==> src/verilog/pmi_pkg.sv <==
// Package: constants and types of the PHY media-independent interface block
package pmi_pkg;

    // Clock rates and divider half periods
    localparam int MCLK_HZ     = 250_000_000;
    localparam int FAST_CLK_HZ = 25_000_000;
    localparam int SLOW_CLK_HZ = 2_500_000;
    localparam int MDC_MAX_HZ  = 8_000_000;
    localparam int DIV_W       = 6;
    localparam logic [DIV_W-1:0] HALF_FAST = DIV_W'(MCLK_HZ / (2 * FAST_CLK_HZ));
    localparam logic [DIV_W-1:0] HALF_SLOW = DIV_W'(MCLK_HZ / (2 * SLOW_CLK_HZ));

    // Management register numbers
    localparam logic [4:0] REG_CTRL     = 5'h00;
    localparam logic [4:0] REG_INT_EN   = 5'h12;
    localparam logic [4:0] REG_INT_STAT = 5'h13;
    localparam logic [4:0] REG_PIN_STAT = 5'h14;

    // Field positions
    localparam int CTRL_DUPLEX_BIT = 8;
    localparam int CTRL_SPEED_BIT  = 13;
    localparam int INT_EN_BIT      = 1;
    localparam int INT_PEND_BIT    = 2;
    localparam int PST_DIS_BIT     = 0;
    localparam int PST_CRS_BIT     = 1;
    localparam int PST_COL_BIT     = 2;

    // Reset values
    localparam logic DUPLEX_RST = 1'b0;
    localparam logic SPEED_RST  = 1'b1;
    localparam logic INT_EN_RST = 1'b0;

    // Serial management frame
    localparam logic [5:0] PRE_LEN  = 6'h20;
    localparam logic [1:0] OP_READ  = 2'h2;
    localparam logic [1:0] OP_WRITE = 2'h1;
    localparam logic [4:0] HDR_LAST = 5'h0B;
    localparam logic [4:0] WR_LAST  = 5'h11;
    localparam logic [4:0] RD_BITS  = 5'h10;

    // Cycles the strap pins need to pass the synchroniser
    localparam logic [2:0] CFG_SETTLE = 3'h4;

    typedef enum logic [5:0] {
        MS_PRE   = 6'b000001,
        MS_START = 6'b000010,
        MS_HDR   = 6'b000100,
        MS_TA    = 6'b001000,
        MS_RD    = 6'b010000,
        MS_WR    = 6'b100000
    } pmi_mstate_t;

    typedef struct packed {
        logic       dv;
        logic       er;
        logic       carrier;
        logic       collision;
        logic [3:0] data;
    } pmi_rx_line_t;

    typedef struct packed {
        logic       en;
        logic       er;
        logic [3:0] data;
    } pmi_tx_line_t;

endpackage : pmi_pkg

==> src/verilog/pmi_sync.sv <==
// Three-stage pin synchroniser with agreement filter
`timescale 1ns/1ps
`default_nettype none
module pmi_sync #(
    parameter int W = 1
) (
    input  wire logic         mclk,
    input  wire logic         rstn,
    input  wire logic [W-1:0] d,
    output var  logic [W-1:0] q
);
    logic [W-1:0] s1_q;
    logic [W-1:0] s2_q;
    logic [W-1:0] s3_q;

    always_ff @(posedge mclk or negedge rstn) begin
        if (!rstn) begin
            s1_q <= '0;
            s2_q <= '0;
            s3_q <= '0;
            q    <= '0;
        end else begin
            s1_q <= d;
            s2_q <= s1_q;
            s3_q <= s2_q;
            if (s2_q == s3_q) begin
                q <= s3_q;
            end
        end
    end
endmodule : pmi_sync
`default_nettype wire

==> src/verilog/pmi_phy_mii.sv <==
// Top: PHY side of the media-independent interface with serial management
//
// Behaviour
// RULE1: Transmit clock 2.5 or 25 MHz by speed
// RULE2: Receive clock 25 or 2.5 MHz by speed
// RULE3: Receive nibble changes with receive clock, LSB bit0
// RULE4: Receive valid high exactly with valid data
// RULE5: Receive error flagged synchronous to receive clock
// RULE6: MAC drives transmit error on transmit clock
// RULE7: Collision high for the whole collision
// RULE8: Collision asynchronous, inactive in full duplex
// RULE9: Half duplex: carrier on transmit or receive
// RULE10: Full duplex: carrier on receive only
// RULE11: Carrier rises anytime, falls on receive clock
// RULE12: Management disable ignores serial reads and writes
// RULE13: Pins load defaults, then serial channel controls
// RULE14: Station supplies management clock, at most 8 MHz
// RULE15: Shared management line, each drives in turn
// RULE16: Enabled interrupt pulls open-drain output low
// RULE17: Reading interrupt status clears, output released
// RULE18: MAC drives transmit nibble on transmit clock
// RULE19: MAC holds transmit enable over valid data
// RULE20: Disabled interrupt never pulls output low
`timescale 1ns/1ps
`default_nettype none
module pmi_phy_mii #(
    parameter logic [4:0] PHY_ADDR = 5'h00
) (
    input  wire logic                  mclk,
    input  wire logic                  rstn,
    input  wire logic [4:0]            reg_addr,
    input  wire logic [15:0]           reg_wdata,
    input  wire logic                  reg_wr,
    input  wire logic                  reg_rd,
    output var  logic [15:0]           reg_rdata,
    output var  logic                  tx_clk,
    input  wire logic [3:0]            txd,
    input  wire logic                  tx_en,
    input  wire logic                  tx_er,
    output var  logic                  rx_clk,
    output var  logic [3:0]            rxd,
    output var  logic                  rx_dv,
    output var  logic                  rx_er,
    output var  logic                  col,
    output var  logic                  crs,
    input  wire logic                  mdc,
    input  wire logic                  mdio_i,
    output var  logic                  mdio_o,
    output var  logic                  mdio_oe,
    input  wire logic                  mgmt_disable_pin,
    input  wire logic                  cfg_duplex_pin,
    input  wire logic                  cfg_speed_pin,
    output var  logic                  status_change_irq_n_o,
    output var  logic                  status_change_irq_n_oe,
    input  wire pmi_pkg::pmi_rx_line_t rx_line,
    input  wire logic                  status_event,
    output var  pmi_pkg::pmi_tx_line_t tx_line
);
    // Synchronised pins
    logic [4:0] mg_s;
    logic [5:0] tx_s;
    logic       mdc_s;
    logic       mdio_s;
    logic       dis_s;
    logic       cfg_dup_s;
    logic       cfg_spd_s;
    pmi_sync #(.W(5)) u_sync_mgmt (
        .mclk (mclk),
        .rstn (rstn),
        .d    ({mdc, mdio_i, mgmt_disable_pin, cfg_duplex_pin, cfg_speed_pin}),
        .q    (mg_s)
    );
    pmi_sync #(.W(6)) u_sync_tx (
        .mclk (mclk),
        .rstn (rstn),
        .d    ({tx_en, tx_er, txd}),
        .q    (tx_s)
    );
    assign mdc_s     = mg_s[4];
    assign mdio_s    = mg_s[3];
    assign dis_s     = mg_s[2];
    assign cfg_dup_s = mg_s[1];
    assign cfg_spd_s = mg_s[0];
    // Control state
    logic        duplex_q;
    logic        duplex_d;
    logic        speed_q;
    logic        speed_d;
    logic        int_en_q;
    logic        int_en_d;
    logic        pend_q;
    logic        pend_d;
    logic [2:0]  cfg_cnt_q;
    logic        cfg_done_q;
    // Link clock divider
    logic [pmi_pkg::DIV_W-1:0] div_q;
    logic [pmi_pkg::DIV_W-1:0] div_d;
    logic [pmi_pkg::DIV_W-1:0] half;
    logic                      lclk_q;
    logic                      div_tick;
    logic                      fall_tick;
    // Serial management engine
    pmi_pkg::pmi_mstate_t ms_q;
    pmi_pkg::pmi_mstate_t ms_d;
    logic [5:0]  ones_q;
    logic [5:0]  ones_d;
    logic [4:0]  cnt_q;
    logic [4:0]  cnt_d;
    logic [15:0] sr_q;
    logic [15:0] sr_d;
    logic [15:0] shin;
    logic [4:0]  ma_q;
    logic [4:0]  ma_d;
    logic        mdio_o_d;
    logic        mdio_oe_d;
    logic        mdc_prev_q;
    logic        mdc_rise;
    logic        hdr_read;
    logic        hdr_write;
    logic        hdr_match;
    logic        m_wr;
    logic        m_rd;
    logic [15:0] m_rdata;
    logic [15:0] p_rdata;
    // Register port decode
    logic p_wr_ctrl;
    logic p_wr_inten;
    logic m_wr_ctrl;
    logic m_wr_inten;
    logic stat_read;
    // Register read multiplexer
    function automatic logic [15:0] rd_mux(input logic [4:0] a, input logic dup, input logic spd,
                                           input logic ien, input logic pnd, input logic dis,
                                           input logic cs, input logic cl);
        logic [15:0] v;
        v = 16'h0000;
        if (a == pmi_pkg::REG_CTRL) begin
            v[pmi_pkg::CTRL_DUPLEX_BIT] = dup;
            v[pmi_pkg::CTRL_SPEED_BIT]  = spd;
        end else if (a == pmi_pkg::REG_INT_EN) begin
            v[pmi_pkg::INT_EN_BIT] = ien;
        end else if (a == pmi_pkg::REG_INT_STAT) begin
            v[pmi_pkg::INT_PEND_BIT] = pnd;
        end else if (a == pmi_pkg::REG_PIN_STAT) begin
            v[pmi_pkg::PST_DIS_BIT] = dis;
            v[pmi_pkg::PST_CRS_BIT] = cs;
            v[pmi_pkg::PST_COL_BIT] = cl;
        end
        return v;
    endfunction : rd_mux
    assign p_rdata = rd_mux(reg_addr, duplex_q, speed_q, int_en_q, pend_q, dis_s, crs, col);
    assign m_rdata = rd_mux(ma_q, duplex_q, speed_q, int_en_q, pend_q, dis_s, crs, col);
    assign p_wr_ctrl  = reg_wr && (reg_addr == pmi_pkg::REG_CTRL);
    assign p_wr_inten = reg_wr && (reg_addr == pmi_pkg::REG_INT_EN);
    assign m_wr_ctrl  = m_wr && (ma_q == pmi_pkg::REG_CTRL);
    assign m_wr_inten = m_wr && (ma_q == pmi_pkg::REG_INT_EN);
    assign stat_read  = (reg_rd && (reg_addr == pmi_pkg::REG_INT_STAT))
                        || (m_rd && (ma_q == pmi_pkg::REG_INT_STAT));
    // Duplex and speed: pins during settle or while serial channel disabled
    assign duplex_d = (!cfg_done_q || dis_s) ? cfg_dup_s :                                   // RULE13
                      p_wr_ctrl ? reg_wdata[pmi_pkg::CTRL_DUPLEX_BIT] :
                      m_wr_ctrl ? sr_d[pmi_pkg::CTRL_DUPLEX_BIT] : duplex_q;
    assign speed_d  = (!cfg_done_q || dis_s) ? cfg_spd_s :                                   // RULE13
                      p_wr_ctrl ? reg_wdata[pmi_pkg::CTRL_SPEED_BIT] :
                      m_wr_ctrl ? sr_d[pmi_pkg::CTRL_SPEED_BIT] : speed_q;
    assign int_en_d = p_wr_inten ? reg_wdata[pmi_pkg::INT_EN_BIT] :
                      m_wr_inten ? sr_d[pmi_pkg::INT_EN_BIT] : int_en_q;
    // New event wins over a clearing read
    assign pend_d   = status_event || (pend_q && !stat_read);                                // RULE17

    always_ff @(posedge mclk or negedge rstn) begin
        if (!rstn) begin
            duplex_q   <= pmi_pkg::DUPLEX_RST;
            speed_q    <= pmi_pkg::SPEED_RST;
            int_en_q   <= pmi_pkg::INT_EN_RST;
            pend_q     <= 1'b0;
            cfg_cnt_q  <= 3'h0;
            cfg_done_q <= 1'b0;
            reg_rdata  <= 16'h0000;
        end else begin
            duplex_q   <= duplex_d;
            speed_q    <= speed_d;
            int_en_q   <= int_en_d;
            pend_q     <= pend_d;
            cfg_cnt_q  <= cfg_done_q ? cfg_cnt_q : cfg_cnt_q + 3'h1;
            cfg_done_q <= cfg_done_q || (cfg_cnt_q == pmi_pkg::CFG_SETTLE);
            reg_rdata  <= reg_rd ? p_rdata : 16'h0000;
        end
    end
    // Open-drain status interrupt
    always_ff @(posedge mclk or negedge rstn) begin
        if (!rstn) begin
            status_change_irq_n_o  <= 1'b0;
            status_change_irq_n_oe <= 1'b0;
        end else begin
            status_change_irq_n_o  <= 1'b0;
            status_change_irq_n_oe <= pend_d && int_en_d;                                    // RULE16 RULE20
        end
    end
    // Transmit and receive clocks from one divider
    assign half      = speed_q ? pmi_pkg::HALF_FAST : pmi_pkg::HALF_SLOW;
    assign div_tick  = (div_q >= half - pmi_pkg::DIV_W'(1));
    assign div_d     = div_tick ? '0 : div_q + pmi_pkg::DIV_W'(1);
    assign fall_tick = div_tick && lclk_q;

    always_ff @(posedge mclk or negedge rstn) begin
        if (!rstn) begin
            div_q  <= '0;
            lclk_q <= 1'b0;
            tx_clk <= 1'b0;
            rx_clk <= 1'b0;
        end else begin
            div_q  <= div_d;
            lclk_q <= lclk_q ^ div_tick;
            tx_clk <= lclk_q ^ div_tick;                                                     // RULE1
            rx_clk <= lclk_q ^ div_tick;                                                     // RULE2
        end
    end
    // Receive path, updated at the falling edge of the receive clock
    always_ff @(posedge mclk or negedge rstn) begin
        if (!rstn) begin
            rxd   <= 4'h0;
            rx_dv <= 1'b0;
            rx_er <= 1'b0;
        end else if (fall_tick) begin
            rxd   <= rx_line.dv ? rx_line.data : 4'h0;                                      // RULE3
            rx_dv <= rx_line.dv;                                                             // RULE4
            rx_er <= rx_line.er;                                                             // RULE5
        end
    end

    // Transmit capture, half a period after the MAC launches
    always_ff @(posedge mclk or negedge rstn) begin
        if (!rstn) begin
            tx_line <= '0;
        end else if (fall_tick) begin
            tx_line.en   <= tx_s[5];                                                         // RULE19
            tx_line.er   <= tx_s[4];                                                         // RULE6
            tx_line.data <= tx_s[3:0];                                                       // RULE18
        end
    end

    // Collision and carrier sense
    always_ff @(posedge mclk or negedge rstn) begin
        if (!rstn) begin
            col <= 1'b0;
            crs <= 1'b0;
        end else begin
            col <= rx_line.collision && !duplex_q;                                           // RULE7 RULE8
            if (rx_line.carrier || (!duplex_q && tx_line.en)) begin                          // RULE9 RULE10
                crs <= 1'b1;
            end else if (fall_tick) begin
                crs <= 1'b0;                                                                 // RULE11
            end
        end
    end

    // Serial management frame engine, sampled on management clock rise
    assign mdc_rise  = mdc_s && !mdc_prev_q;                                                 // RULE14
    assign shin      = {sr_q[14:0], mdio_s};
    assign hdr_read  = (shin[11:10] == pmi_pkg::OP_READ);
    assign hdr_write = (shin[11:10] == pmi_pkg::OP_WRITE);
    assign hdr_match = (shin[9:5] == PHY_ADDR) && !dis_s;                                    // RULE12

    always_comb begin
        ms_d      = ms_q;
        ones_d    = ones_q;
        cnt_d     = cnt_q;
        sr_d      = sr_q;
        ma_d      = ma_q;
        mdio_o_d  = mdio_o;
        mdio_oe_d = mdio_oe;
        m_wr      = 1'b0;
        m_rd      = 1'b0;
        if (mdc_rise) begin
            case (ms_q)
                pmi_pkg::MS_PRE: begin
                    mdio_oe_d = 1'b0;
                    if (mdio_s) begin
                        ones_d = (ones_q == pmi_pkg::PRE_LEN) ? ones_q : ones_q + 6'h01;
                    end else begin
                        ones_d = 6'h00;
                        if (ones_q == pmi_pkg::PRE_LEN) begin
                            ms_d = pmi_pkg::MS_START;
                        end
                    end
                end
                pmi_pkg::MS_START: begin
                    cnt_d = 5'h00;
                    ms_d  = mdio_s ? pmi_pkg::MS_HDR : pmi_pkg::MS_PRE;
                end
                pmi_pkg::MS_HDR: begin
                    sr_d  = shin;
                    cnt_d = cnt_q + 5'h01;
                    if (cnt_q == pmi_pkg::HDR_LAST) begin
                        ma_d  = shin[4:0];
                        cnt_d = 5'h00;
                        if (hdr_read && hdr_match) begin
                            ms_d = pmi_pkg::MS_TA;
                        end else if (hdr_write && hdr_match) begin
                            ms_d = pmi_pkg::MS_WR;
                        end else begin
                            ms_d = pmi_pkg::MS_PRE;                                          // RULE12
                        end
                    end
                end
                pmi_pkg::MS_TA: begin
                    mdio_oe_d = 1'b1;                                                        // RULE15
                    mdio_o_d  = 1'b0;
                    sr_d      = m_rdata;
                    m_rd      = 1'b1;
                    cnt_d     = 5'h00;
                    ms_d      = pmi_pkg::MS_RD;
                end
                pmi_pkg::MS_RD: begin
                    if (cnt_q == pmi_pkg::RD_BITS) begin
                        mdio_oe_d = 1'b0;                                                    // RULE15
                        ones_d    = 6'h00;
                        ms_d      = pmi_pkg::MS_PRE;
                    end else begin
                        mdio_o_d = sr_q[15];
                        sr_d     = {sr_q[14:0], 1'b0};
                        cnt_d    = cnt_q + 5'h01;
                    end
                end
                pmi_pkg::MS_WR: begin
                    sr_d  = shin;
                    cnt_d = cnt_q + 5'h01;
                    if (cnt_q == pmi_pkg::WR_LAST) begin
                        m_wr   = !dis_s;                                                     // RULE12
                        ones_d = 6'h00;
                        ms_d   = pmi_pkg::MS_PRE;
                    end
                end
                default: begin
                    ms_d      = pmi_pkg::MS_PRE;
                    mdio_oe_d = 1'b0;
                end
            endcase
        end
    end

    always_ff @(posedge mclk or negedge rstn) begin
        if (!rstn) begin
            ms_q       <= pmi_pkg::MS_PRE;
            ones_q     <= 6'h00;
            cnt_q      <= 5'h00;
            sr_q       <= 16'h0000;
            ma_q       <= 5'h00;
            mdio_o     <= 1'b0;
            mdio_oe    <= 1'b0;
            mdc_prev_q <= 1'b0;
        end else begin
            ms_q       <= ms_d;
            ones_q     <= ones_d;
            cnt_q      <= cnt_d;
            sr_q       <= sr_d;
            ma_q       <= ma_d;
            mdio_o     <= mdio_o_d;
            mdio_oe    <= mdio_oe_d;
            mdc_prev_q <= mdc_s;
        end
    end
endmodule : pmi_phy_mii
`default_nettype wire

==> config.mk <==
export PLATFORM = sky130hd
export DESIGN_NAME = pmi_phy_mii
export DESIGN_NICKNAME = d
export VERILOG_FILES = /design/src/verilog/pmi_pkg.sv /design/src/verilog/pmi_sync.sv /design/src/verilog/pmi_phy_mii.sv
export SDC_FILE = /design/constraint.sdc
export NUM_CORES = 1
export LEC_CHECK = 0
export BUFFER_PORTS_ARGS = -buffer_cell sky130_fd_sc_hd__buf_2
export CAP_MARGIN = 20
export CORE_MARGIN = 2
export CORE_UTILIZATION = 57
export CTS_CLUSTER_DIAMETER = 30
export DETAILED_ROUTE_END_ITERATION = 10
export PLACE_DENSITY_LB_ADDON = 0.25
export SYNTH_ARGS = -nofsm -noshare
export SYNTH_HDL_FRONTEND = slang
export SYNTH_SLANG_ARGS = --single-unit
==> constraint.sdc <==
create_clock -name mclk -period 4 [get_ports mclk]
set_input_delay 0.4 -clock mclk [delete_from_list [all_inputs] [get_ports mclk]]
set_output_delay 0.4 -clock mclk [all_outputs]
set_load 0.02 [all_outputs]
==> results of run 1 <==
state kept, by name (all words and copies together) (netlist names), 3 cells and up:
name	count
sr_q	16
div_q	6
ms_q	6
ones_q	6
tx_line	6
u_sync_tx.q	6
u_sync_tx.s1_q	6
u_sync_tx.s2_q	6
u_sync_tx.s3_q	6
cnt_q	5
ma_q	5
reg_rdata	5
u_sync_mgmt.q	5
u_sync_mgmt.s1_q	5
u_sync_mgmt.s2_q	5
u_sync_mgmt.s3_q	5
rxd	4
cfg_cnt_q	3
kinds of logic after synthesis:
kind of cell	Yosys count	synth area share
compound gates	86	0.112
mux	30	0.0608
flops	120	0.545
xor+xnor	21	0.0334
simple gates	165	0.165
buf+inv	56	0.0538
other cells	1	0.000680
fa+ha+maj	13	0.0295
synth_stat cells (all sizes together) (3+ instances only):
cell	count	share of area
dfrtp	118	0.54
nand2	48	0.033
o21ai	35	0.032
inv	28	0.019
mux2	28	0.057
buf	26	0.033
nand3	24	0.022
nor2	21	0.016
ha	13	0.030
xnor2	11	0.017
xor2	10	0.016
nor2b	9	0.010
o31ai	9	0.015
and3	8	0.0091
nand2b	7	0.0079
nor3	7	0.0064
nor4	6	0.0068
a22oi	5	0.0068
a21o	4	0.0054
a21oi	4	0.0036
and2	4	0.0045
nand4	4	0.0045
or2	4	0.0045
nor3b	3	0.0041
nor4b	3	0.0075
o22ai	3	0.0034
o41ai	3	0.0048
or4	3	0.0048
repair_timing:
item / in CTS / in global routing
hold endpoints to repair: 54 / 0
hold buffers: 12 / 0
resized for setup: 0 / 0
worst register-to-register path, delay by kind of cell, from the launching register on:
family | cells | cell delay [ns]
compound gates | 3 | 0.71
fa+ha+maj | 2 | 0.71
buf+inv | 1 | 0.08
flops | 1 | 0.59
mux | 1 | 0.37
simple gates | 1 | 0.44
final cells by class:
type,instances,share of cell area
multi-input cells,327,0.344
well taps,129,0.0247
repair buffers,69,0.0650
flip-flops and latches,120,0.459
clock buffers,17,0.0633
clock inverters,15,0.0275
inverters,28,0.0161
stage by stage:
stage | setup WS, ns | power (mW) | util | instances | hold slack, ns
5_1_grt | 0.863 | 4.27 | 0.702 | 705 | 0.0724
3_5_place_dp | 1.00 | 2.56 | 0.625 | 661 | 0.336
4_1_cts | 0.981 | 4.07 | 0.702 | 705 | 0.0672
3_3_place_gp | 1.04 | 2.51 | 0.625 | 661 | 0.331
2_1_floorplan | 1.05 | 2.31 | - | 503 | 0.104
6_report | 0.991 | 4.05 | 0.702 | 705 | 0.0895
report_power, final:
group | internal (mW) | switching [mW] | total, mW
registers | 1.42 | 0.203 | 1.62
clock network | 0.861 | 0.635 | 1.50
logic | 0.392 | 0.537 | 0.929
path summary, 6_finish.rpt:
path / startpoint / endpoint
max: speed_q / tx_line[4]
min: rx_line[5] / crs
max reg2reg: speed_q / tx_line[4]
min reg2reg: u_sync_mgmt.s1_q[2] / u_sync_mgmt.s2_q[2]
max in group asynchronous: rstn / u_sync_mgmt.s3_q[1]
min in group asynchronous: rstn / cnt_q[0]
per-layer routing:
layer / vias up / wire, um / GRT usage
met3: 19 / 437 / 0.0581
met4: 0 / 153 / 0.0923
met1: 1927 / 4750 / 0.296
met2: 117 / 5820 / 0.389
li1: 1861 / - / -
met5: - / 0 / 0
==> flow_summary.ini, run 1 <==
[placement]
dpl_cell_area_um2 = 5830
port_buffers = 55
gp_congestion = 0.882
hpwl_um = 7220

[clock_network]
root_buffer = clkbuf_8
clkLatencyLatePin_ns = 0.52
cts_made_buffers = 17
path_clk_slew_ns = 0.06
htree_num_levels = 4
clock_path_buffers = 2
cts.sinks = 120
cts_tree = done
cts_setup_buffers = 0

[final_layout]
multi_input_area_um2 = 2250
fin_area_um2 = 6540
final_common_cell = dfrtp_1
drive_gt1_frac = 0.229
n_antenna_cell = 0
nNetsFinal = 621
final_cell_mix = dfrtp_1 (118), buf_2 (54), nand2_1 (48)
num-fill-cells = 661
synthToLayoutAreaGrowth_pct = 18.7
register_area_um2 = 3010

[sta]
rsz0062_at_grt = false
setup_viol = 0
tns_ns = 0
post-route-period-util = 0.752
timing.fmax_mhz = 332
slew_headroom = 0.508
period_minus_slack_ns = 3.01
maxSlewViolCount = 0
finClkSkew_ns = 0.0105
finalHoldViolations = 0
worst-slew-pin-transition_ns = 0.736

[worst_setup_path]
critical_path_depth = 8
required_ns = 4.40
max_stage_delay_ns = 0.59
r2r_slack_ns = 0.99
reg2reg_depth = 8
critPathCaptureType = flip-flop
worstSetupPathType = flip-flop to flip-flop
arrival_ns = 3.41
start_kind = flip-flop
path_cells = inv_1 -> ha_1 -> or3b_2 -> a211o_1 -> a21o_1 -> a21o_1 -> ha_1 -> mux2_2
cp_top_family = adder cells
crit_buf_inv = 1
worstPathMaxFanout = 17
worst_path_max_delay_cell = dfstp_2

[route]
ant_nets = 0
wl_per_cell_um = 15.8
drtIter0Drc = 189
avgViaCountPerCell = 5.57
post-route-drc-count = 0
num_vias = 3924
wl_um = 11200
dr.pass1.iters = 6

[yosys]
ys_ff_latch = 120
avgSynthCellArea_um2 = 11.2
netlist_area_um2 = 5510
synth-edff-count = 0
async_flop_share = 1.00
synth_cell_type_count = 71
syn-instance-count = 492
yosysSeqAreaShare = 0.545
yosys_warnings = 0
synth_ff_type = dfrtp_1

[grt]
antenna_found_initial = 0
grt_pass1_vias = 3953
grt_pass1_wl_um = 18800
grt_max_degree = 121
grt_overflow = 0
grt_usage = 0.234

[die]
core-area_um2 = 9330
initial_core_util = 0.591
pin_count = 81
rows = 35
die_h_um = 102
die_x_um = 102
die-area_um2 = 10500

[run]
max_cap_viol_count = 0

[run_status]
status = completed

[min_path]
whs_path_depth = 3
hp-class = input pin to flip-flop

[power_and_ir_drop]
vdd_ir_drop_max_uv = 330
p_leak_nw = 3.00
power_density_nw_per_um2 = 618
(Power assumes the default switching activity.)
==> run 2, diff against run 1 <==
--- a/config.mk
+++ b/config.mk
@@ -5,10 +5,11 @@
 export SDC_FILE = /design/constraint.sdc
 export NUM_CORES = 1
 export LEC_CHECK = 0
+export ABC_AREA = 1
 export BUFFER_PORTS_ARGS = -buffer_cell sky130_fd_sc_hd__buf_2
 export CAP_MARGIN = 20
 export CORE_MARGIN = 2
-export CORE_UTILIZATION = 57
+export CORE_UTILIZATION = 51
 export CTS_CLUSTER_DIAMETER = 30
 export DETAILED_ROUTE_END_ITERATION = 10
 export PLACE_DENSITY_LB_ADDON = 0.25
==> constraint.sdc (replaced) <==
create_clock -name mclk -period 2.6 [get_ports mclk]
set_input_delay 0.26 -clock mclk [delete_from_list [all_inputs] [get_ports mclk]]
set_output_delay 0.26 -clock mclk [all_outputs]
set_load 0.02 [all_outputs]
==> flow_summary.ini, run 2 <==
[grt]
antenna_found_initial = 0
grt_max_degree = 99
grt_pass1_vias = 3935
grt_usage = 0.202
grt_overflow = 0
grt_pass1_wl_um = 17900

[route]
met3WireLength_um = 341
met1Wirelength_um = 4760
avgViaCountPerCell = 4.94
wl_um = 10600
dr.pass1.iters = 4
ant_nets = 0
post-route-drc-count = 0
num_vias = 3948
drtIter0Drc = 208
top_layer = met4
dr_wl_met2_um = 5200
wl_per_cell_um = 13.2

[min_path]
min_from = reg_addr[3]
hp-class = input pin to flip-flop

[worst_setup_path]
worstReg2RegStart = speed_q
timing.rr.end = rx_er
reg2reg_depth = 9
start_kind = flip-flop
cp-startpoint = speed_q
worstSetupPathType = flip-flop to flip-flop
r2r_slack_ns = 0.21
required_ns = 3.01
arrival_ns = 2.80
worstPathMaxFanout = 17
critPathCaptureType = flip-flop
critical_path.endpoint = rx_er

[die]
die_h_um = 107
die_x_um = 107
pin_count = 81
core-area_um2 = 10300
initial_core_util = 0.524
die-area_um2 = 11400
rows = 37

[yosys]
synth-edff-count = 0
synth_cell_type_count = 43
yosys_warnings = 0
netlist_area_um2 = 5390
ys_ff_latch = 120
synth_top_area_cell = dfrtp_1
yosysSeqAreaShare = 0.558
synth_top_cell_area_share = 0.548
synth_ff_type = dfrtp_1
syn-instance-count = 561
avgSynthCellArea_um2 = 9.60
ys_top_cells_by_area = dfrtp_1 (55%), nand2_1 (5.9%), inv_1 (5.1%)
yosysMostFrequentCell = dfrtp_1
async_flop_share = 1.00
ys_top_cells_by_count = dfrtp_1 (118), nand2_1 (85), inv_1 (73)

[sta]
setup_viol = 0
slew_headroom = 0.646
tns_ns = 0
post-route-period-util = 0.921
period_minus_slack_ns = 2.39
finClkSkew_ns = 0.00772
rsz0062_at_grt = false
worst-slew-pin-transition_ns = 0.526
finalHoldViolations = 0
timing.fmax_mhz = 418
maxSlewViolCount = 0

[placement]
gp_congestion = 0.863
port_buffers = 55
dpl_cell_area_um2 = 5760
hpwl_um = 7280

[final_layout]
synthToLayoutAreaGrowth_pct = 21.8
largest_register = sr_q
drive_gt1_frac = 0.208
num-fill-cells = 840
nNetsFinal = 708
fin_area_um2 = 6560
largest_register_ffs = 16
final_cell_mix = dfrtp_1 (118), nand2_1 (85), inv_1 (73)
final_common_cell = dfrtp_1
n_antenna_cell = 0

[power_and_ir_drop]
sequentialPowerShare = 0.391
p_leak_nw = 3.26
power_density_nw_per_um2 = 958
clockPowerShare = 0.367
swShare = 0.348
vdd_ir_drop_max_uv = 593
combPwrFrac = 0.242
p_sw_mw = 2.19
intPower_mw = 4.10

[clock_network]
htree_num_levels = 4
cts_made_buffers = 17
ctsResizeCount = 0
clock_path_buffers = 2
clkLatencyLatePin_ns = 0.53
root_buffer = clkbuf_8
cts_tree = done
cts.sinks = 120
path_clk_slew_ns = 0.06
cts_setup_buffers = 0
hold_buffers = 22

[run_status]
status = completed

[run]
max_cap_viol_count = 0
## run 2: how the worst min path moves through the flow
stage,end,slack [ns],cells after the start
3_5_place_dp,sr_q[11],0.18,1
2_1_floorplan,cfg_cnt_q[0],-0.04,0
5_1_grt,reg_rdata[0],0.05,4
6_report,reg_rdata[0],0.04,4
4_1_cts,reg_rdata[0],0.009,4
3_3_place_gp,sr_q[11],0.18,1
## run 2: cells by family (layout without fill, tap and decap cells)
logic type / Yosys count / after routing / share of synthesized area
simple gates: 223 / 223 / 0.199
flops: 120 / 120 / 0.558
buf+inv: 100 / 191 / 0.0846
compound gates: 80 / 80 / 0.0841
xor+xnor: 15 / 15 / 0.0244
fa+ha+maj: 13 / 13 / 0.0302
mux: 9 / 9 / 0.0188
other cells: 1 / 12 / 0.000696
## run 2: layout make-up
type / instances / area, um2 / area share
sequential: 120 / 3010 / 0.458
tap: 136 / 170 / 0.0259
inverter: 80 / 305 / 0.0465
multi-input combinational: 352 / 1970 / 0.300
clock buffer: 17 / 414 / 0.0631
clock inverter: 15 / 171 / 0.0261
timing repair buffer: 79 / 526 / 0.0801
## run 2: metrics by stage
stage | power (mW) | setup slack [ns] | cells | utilization | hold WS (ns)
finish | 6.29 | 0.206 | 799 | 0.638 | 0.0351
global route | 6.65 | 0.0409 | 799 | 0.638 | 0.0474
CTS | 6.33 | 0.190 | 799 | 0.638 | 0.00929
detailed placement | 3.98 | 0.184 | 745 | 0.560 | 0.182
global placement | 3.91 | 0.266 | 745 | 0.560 | 0.179
floorplan | 3.56 | 0.0500 | 572 | - | -0.0356
## run 2: routing by layer
| metal | GRT usage | vias up |
|---|---|---|
| met4 | 0.0909 | 0 |
| met2 | 0.330 | 60 |
| met1 | 0.253 | 1893 |
| li1 | - | 1973 |
| met3 | 0.0511 | 22 |
| met5 | 0 | - |
## run 2: worst max-delay path, stage by stage (launching register included)
cell	delay, ns
dfstp_2	0.58
inv_1	0.08
ha_1	0.28
inv_1	0.03
o21ai_0	0.15
a21oi_1	0.10
o21bai_2	0.27
ha_1	0.21
buf_4	0.21
mux2_2	0.36
## run 2: power by group through the flow
| stage | clock, mW | sequential, mW | combinational (mW) |
|---|---|---|---|
| after CTS | 2.35 | 2.46 | 1.53 |
| after floorplan | 0 | 2.55 | 1.00 |
| after global placement | 0 | 2.47 | 1.44 |
| after detailed placement | 0 | 2.49 | 1.49 |
| after global routing | 2.44 | 2.50 | 1.71 |
| final | 2.31 | 2.46 | 1.52 |
==> run 3, diff against run 2 <==
--- a/config.mk
+++ b/config.mk
@@ -6,7 +6,8 @@
 export NUM_CORES = 1
 export LEC_CHECK = 0
 export ABC_AREA = 1
-export BUFFER_PORTS_ARGS = -buffer_cell sky130_fd_sc_hd__buf_2
+export ABC_CLOCK_PERIOD_IN_PS = 2600
+export BUFFER_PORTS_ARGS = -buffer_cell sky130_fd_sc_hd__buf_4
 export CAP_MARGIN = 20
 export CORE_MARGIN = 2
 export CORE_UTILIZATION = 51
==> flow_summary.ini, run 3 (synthesized netlist as in run 2, its figures left out) <==
[power_and_ir_drop]
power_density_nw_per_um2 = 930
vdd_ir_drop_max_uv = 722
p_total_mw = 6.21
p_leak_nw = 3.27

[die]
core-area_um2 = 10300
die-area_um2 = 11400
die_h_um = 107
die_x_um = 107
pin_count = 81
initial_core_util = 0.524
rows = 37

[worst_setup_path]
critPathCaptureType = flip-flop
path_common_cell = ha_1
max_stage_delay_ns = 0.57
required_ns = 3.00
worst_path_max_delay_cell = dfstp_2
worstSetupPathType = flip-flop to flip-flop
path_cells = inv_1 -> ha_1 -> nor3b_1 -> o21ai_0 -> a21oi_1 -> o21bai_2 -> ha_1 -> buf_4 -> mux2_2
arrival_ns = 2.78
worstPathMaxFanout = 17
crit_buf_inv = 2
cp_top_family = flip-flops
start_kind = flip-flop

[final_layout]
nNetsFinal = 709
largest_register = sr_q
n_antenna_cell = 0
final_common_cell = dfrtp_1
synthToLayoutAreaGrowth_pct = 24.0
stdcell_count = 800
drive_gt1_frac = 0.209
final_cell_mix = dfrtp_1 (118), nand2_1 (85), inv_1 (73)
largest_register_ffs = 16
num-fill-cells = 828

[route]
ant_nets = 0
dr.pass1.iters = 5
avgViaCountPerCell = 5.00
wl_um = 10600
drtIter0Drc = 209
post-route-drc-count = 0
num_vias = 3997
wl_per_cell_um = 13.2

[sta]
setup_viol = 0
finalHoldViolations = 0
timing.fmax_mhz = 421
slew_headroom = 0.578
period_minus_slack_ns = 2.38
worst-slew-pin-transition_ns = 0.633
maxSlewViolCount = 0
post-route-period-util = 0.914
fin_hold_ws_ns = 0.0325
tns_ns = 0
rsz0062_at_grt = false
finClkSkew_ns = 0.00870
timing.final.ws_setup_ns = 0.224

[grt]
grt_overflow = 0
grt_pass1_wl_um = 18000
antenna_found_initial = 0
grt_pass1_vias = 4006
grt_max_degree = 54
grt_usage = 0.201

[run]
max_cap_viol_count = 0

[clock_network]
path_clk_slew_ns = 0.06
clock_path_buffers = 2
cts_made_buffers = 17
cts.sinks = 120
cts_tree = done
htree_num_levels = 4
clkLatencyLatePin_ns = 0.52
root_buffer = clkbuf_8

[placement]
dpl_worst_slack_ns = 0.209
hpwl_um = 7410
port_buffers = 55
gp_congestion = 0.862
placed_cells = 746

[min_path]
hp-class = input pin to flip-flop

[run_status]
status = completed
[run 3: changes by cell type in the layout (fill, tap and decap cells not counted)]
| cell | previous run | this run |
|---|---|---|
| buf_2 | 54 | 0 |
| buf_4 | 2 | 57 |
| bufinv_16 | 1 | 0 |
| clkinv_8 | 0 | 1 |
| clkinvlp_4 | 1 | 2 |
| inv_6 | 4 | 8 |
| inv_8 | 8 | 3 |
[run 3: metal layers]
metal | vias to the layer above | global-route usage | routed length (um)
li1 | 1978 | - | -
met1 | 1925 | 0.244 | 4600
met2 | 69 | 0.333 | 5330
met3 | 25 | 0.0565 | 337
met4 | 0 | 0.0918 | 292
met5 | - | 0 | 0
[run 3: where the power goes]
part           leakage (nW)  internal, mW  switching [mW]
sequential             1.52          2.20           0.256
clock                 0.270          1.22           0.940
combinational          1.49         0.636           0.954
[run 3: what timing repair did]
| action | 4_1_cts | 5_1_grt |
|---|---|---|
| resized for setup | 0 | 0 |
| hold buffers | 22 | 0 |
| buffers inserted | 0 | 0 |
| endpoints found under the setup margin | 0 | 0 |
| hold endpoints to repair | 67 | 0 |
[run 3: worst min-delay path, stage by stage]
cell	delay [ns]
buf_4	0.08
nor4_1	0.06
nand2_1	0.06
nor2_1	0.04
[run 3: worst paths after layout]
check | from | endpoint | slack (ns) | cells after the start
min in group asynchronous | rstn | sr_q[11] | 0.31 | 2
max in group asynchronous | rstn | speed_q | 1.56 | 3
worst min-delay path | reg_addr[3] | reg_rdata[0] | 0.03 | 4
worst max register to register | speed_q | rx_er | 0.22 | 9
worst max-delay path | speed_q | rx_er | 0.22 | 9
worst min register to register | u_sync_mgmt.s1_q[3] | u_sync_mgmt.s2_q[3] | 0.35 | 0
[run 3: final cells by class]
| class | count | area [um2] | area share |
|---|---|---|---|
| inverter | 80 | 305 | 0.0457 |
| timing repair buffer | 80 | 668 | 0.100 |
| clock inverter | 15 | 144 | 0.0216 |
| multi-input combinational | 352 | 1970 | 0.295 |
| sequential | 120 | 3010 | 0.450 |
| clock buffer | 17 | 414 | 0.0620 |
| tap | 136 | 170 | 0.0255 |
[run 3: per-stage QoR]
step / util / instance area (um2)
after floorplan: - / 5430
after global placement: 0.574 / 5900
after detailed placement: 0.574 / 5900
after CTS: 0.650 / 6680
after global routing: 0.650 / 6680
final: 0.650 / 6680
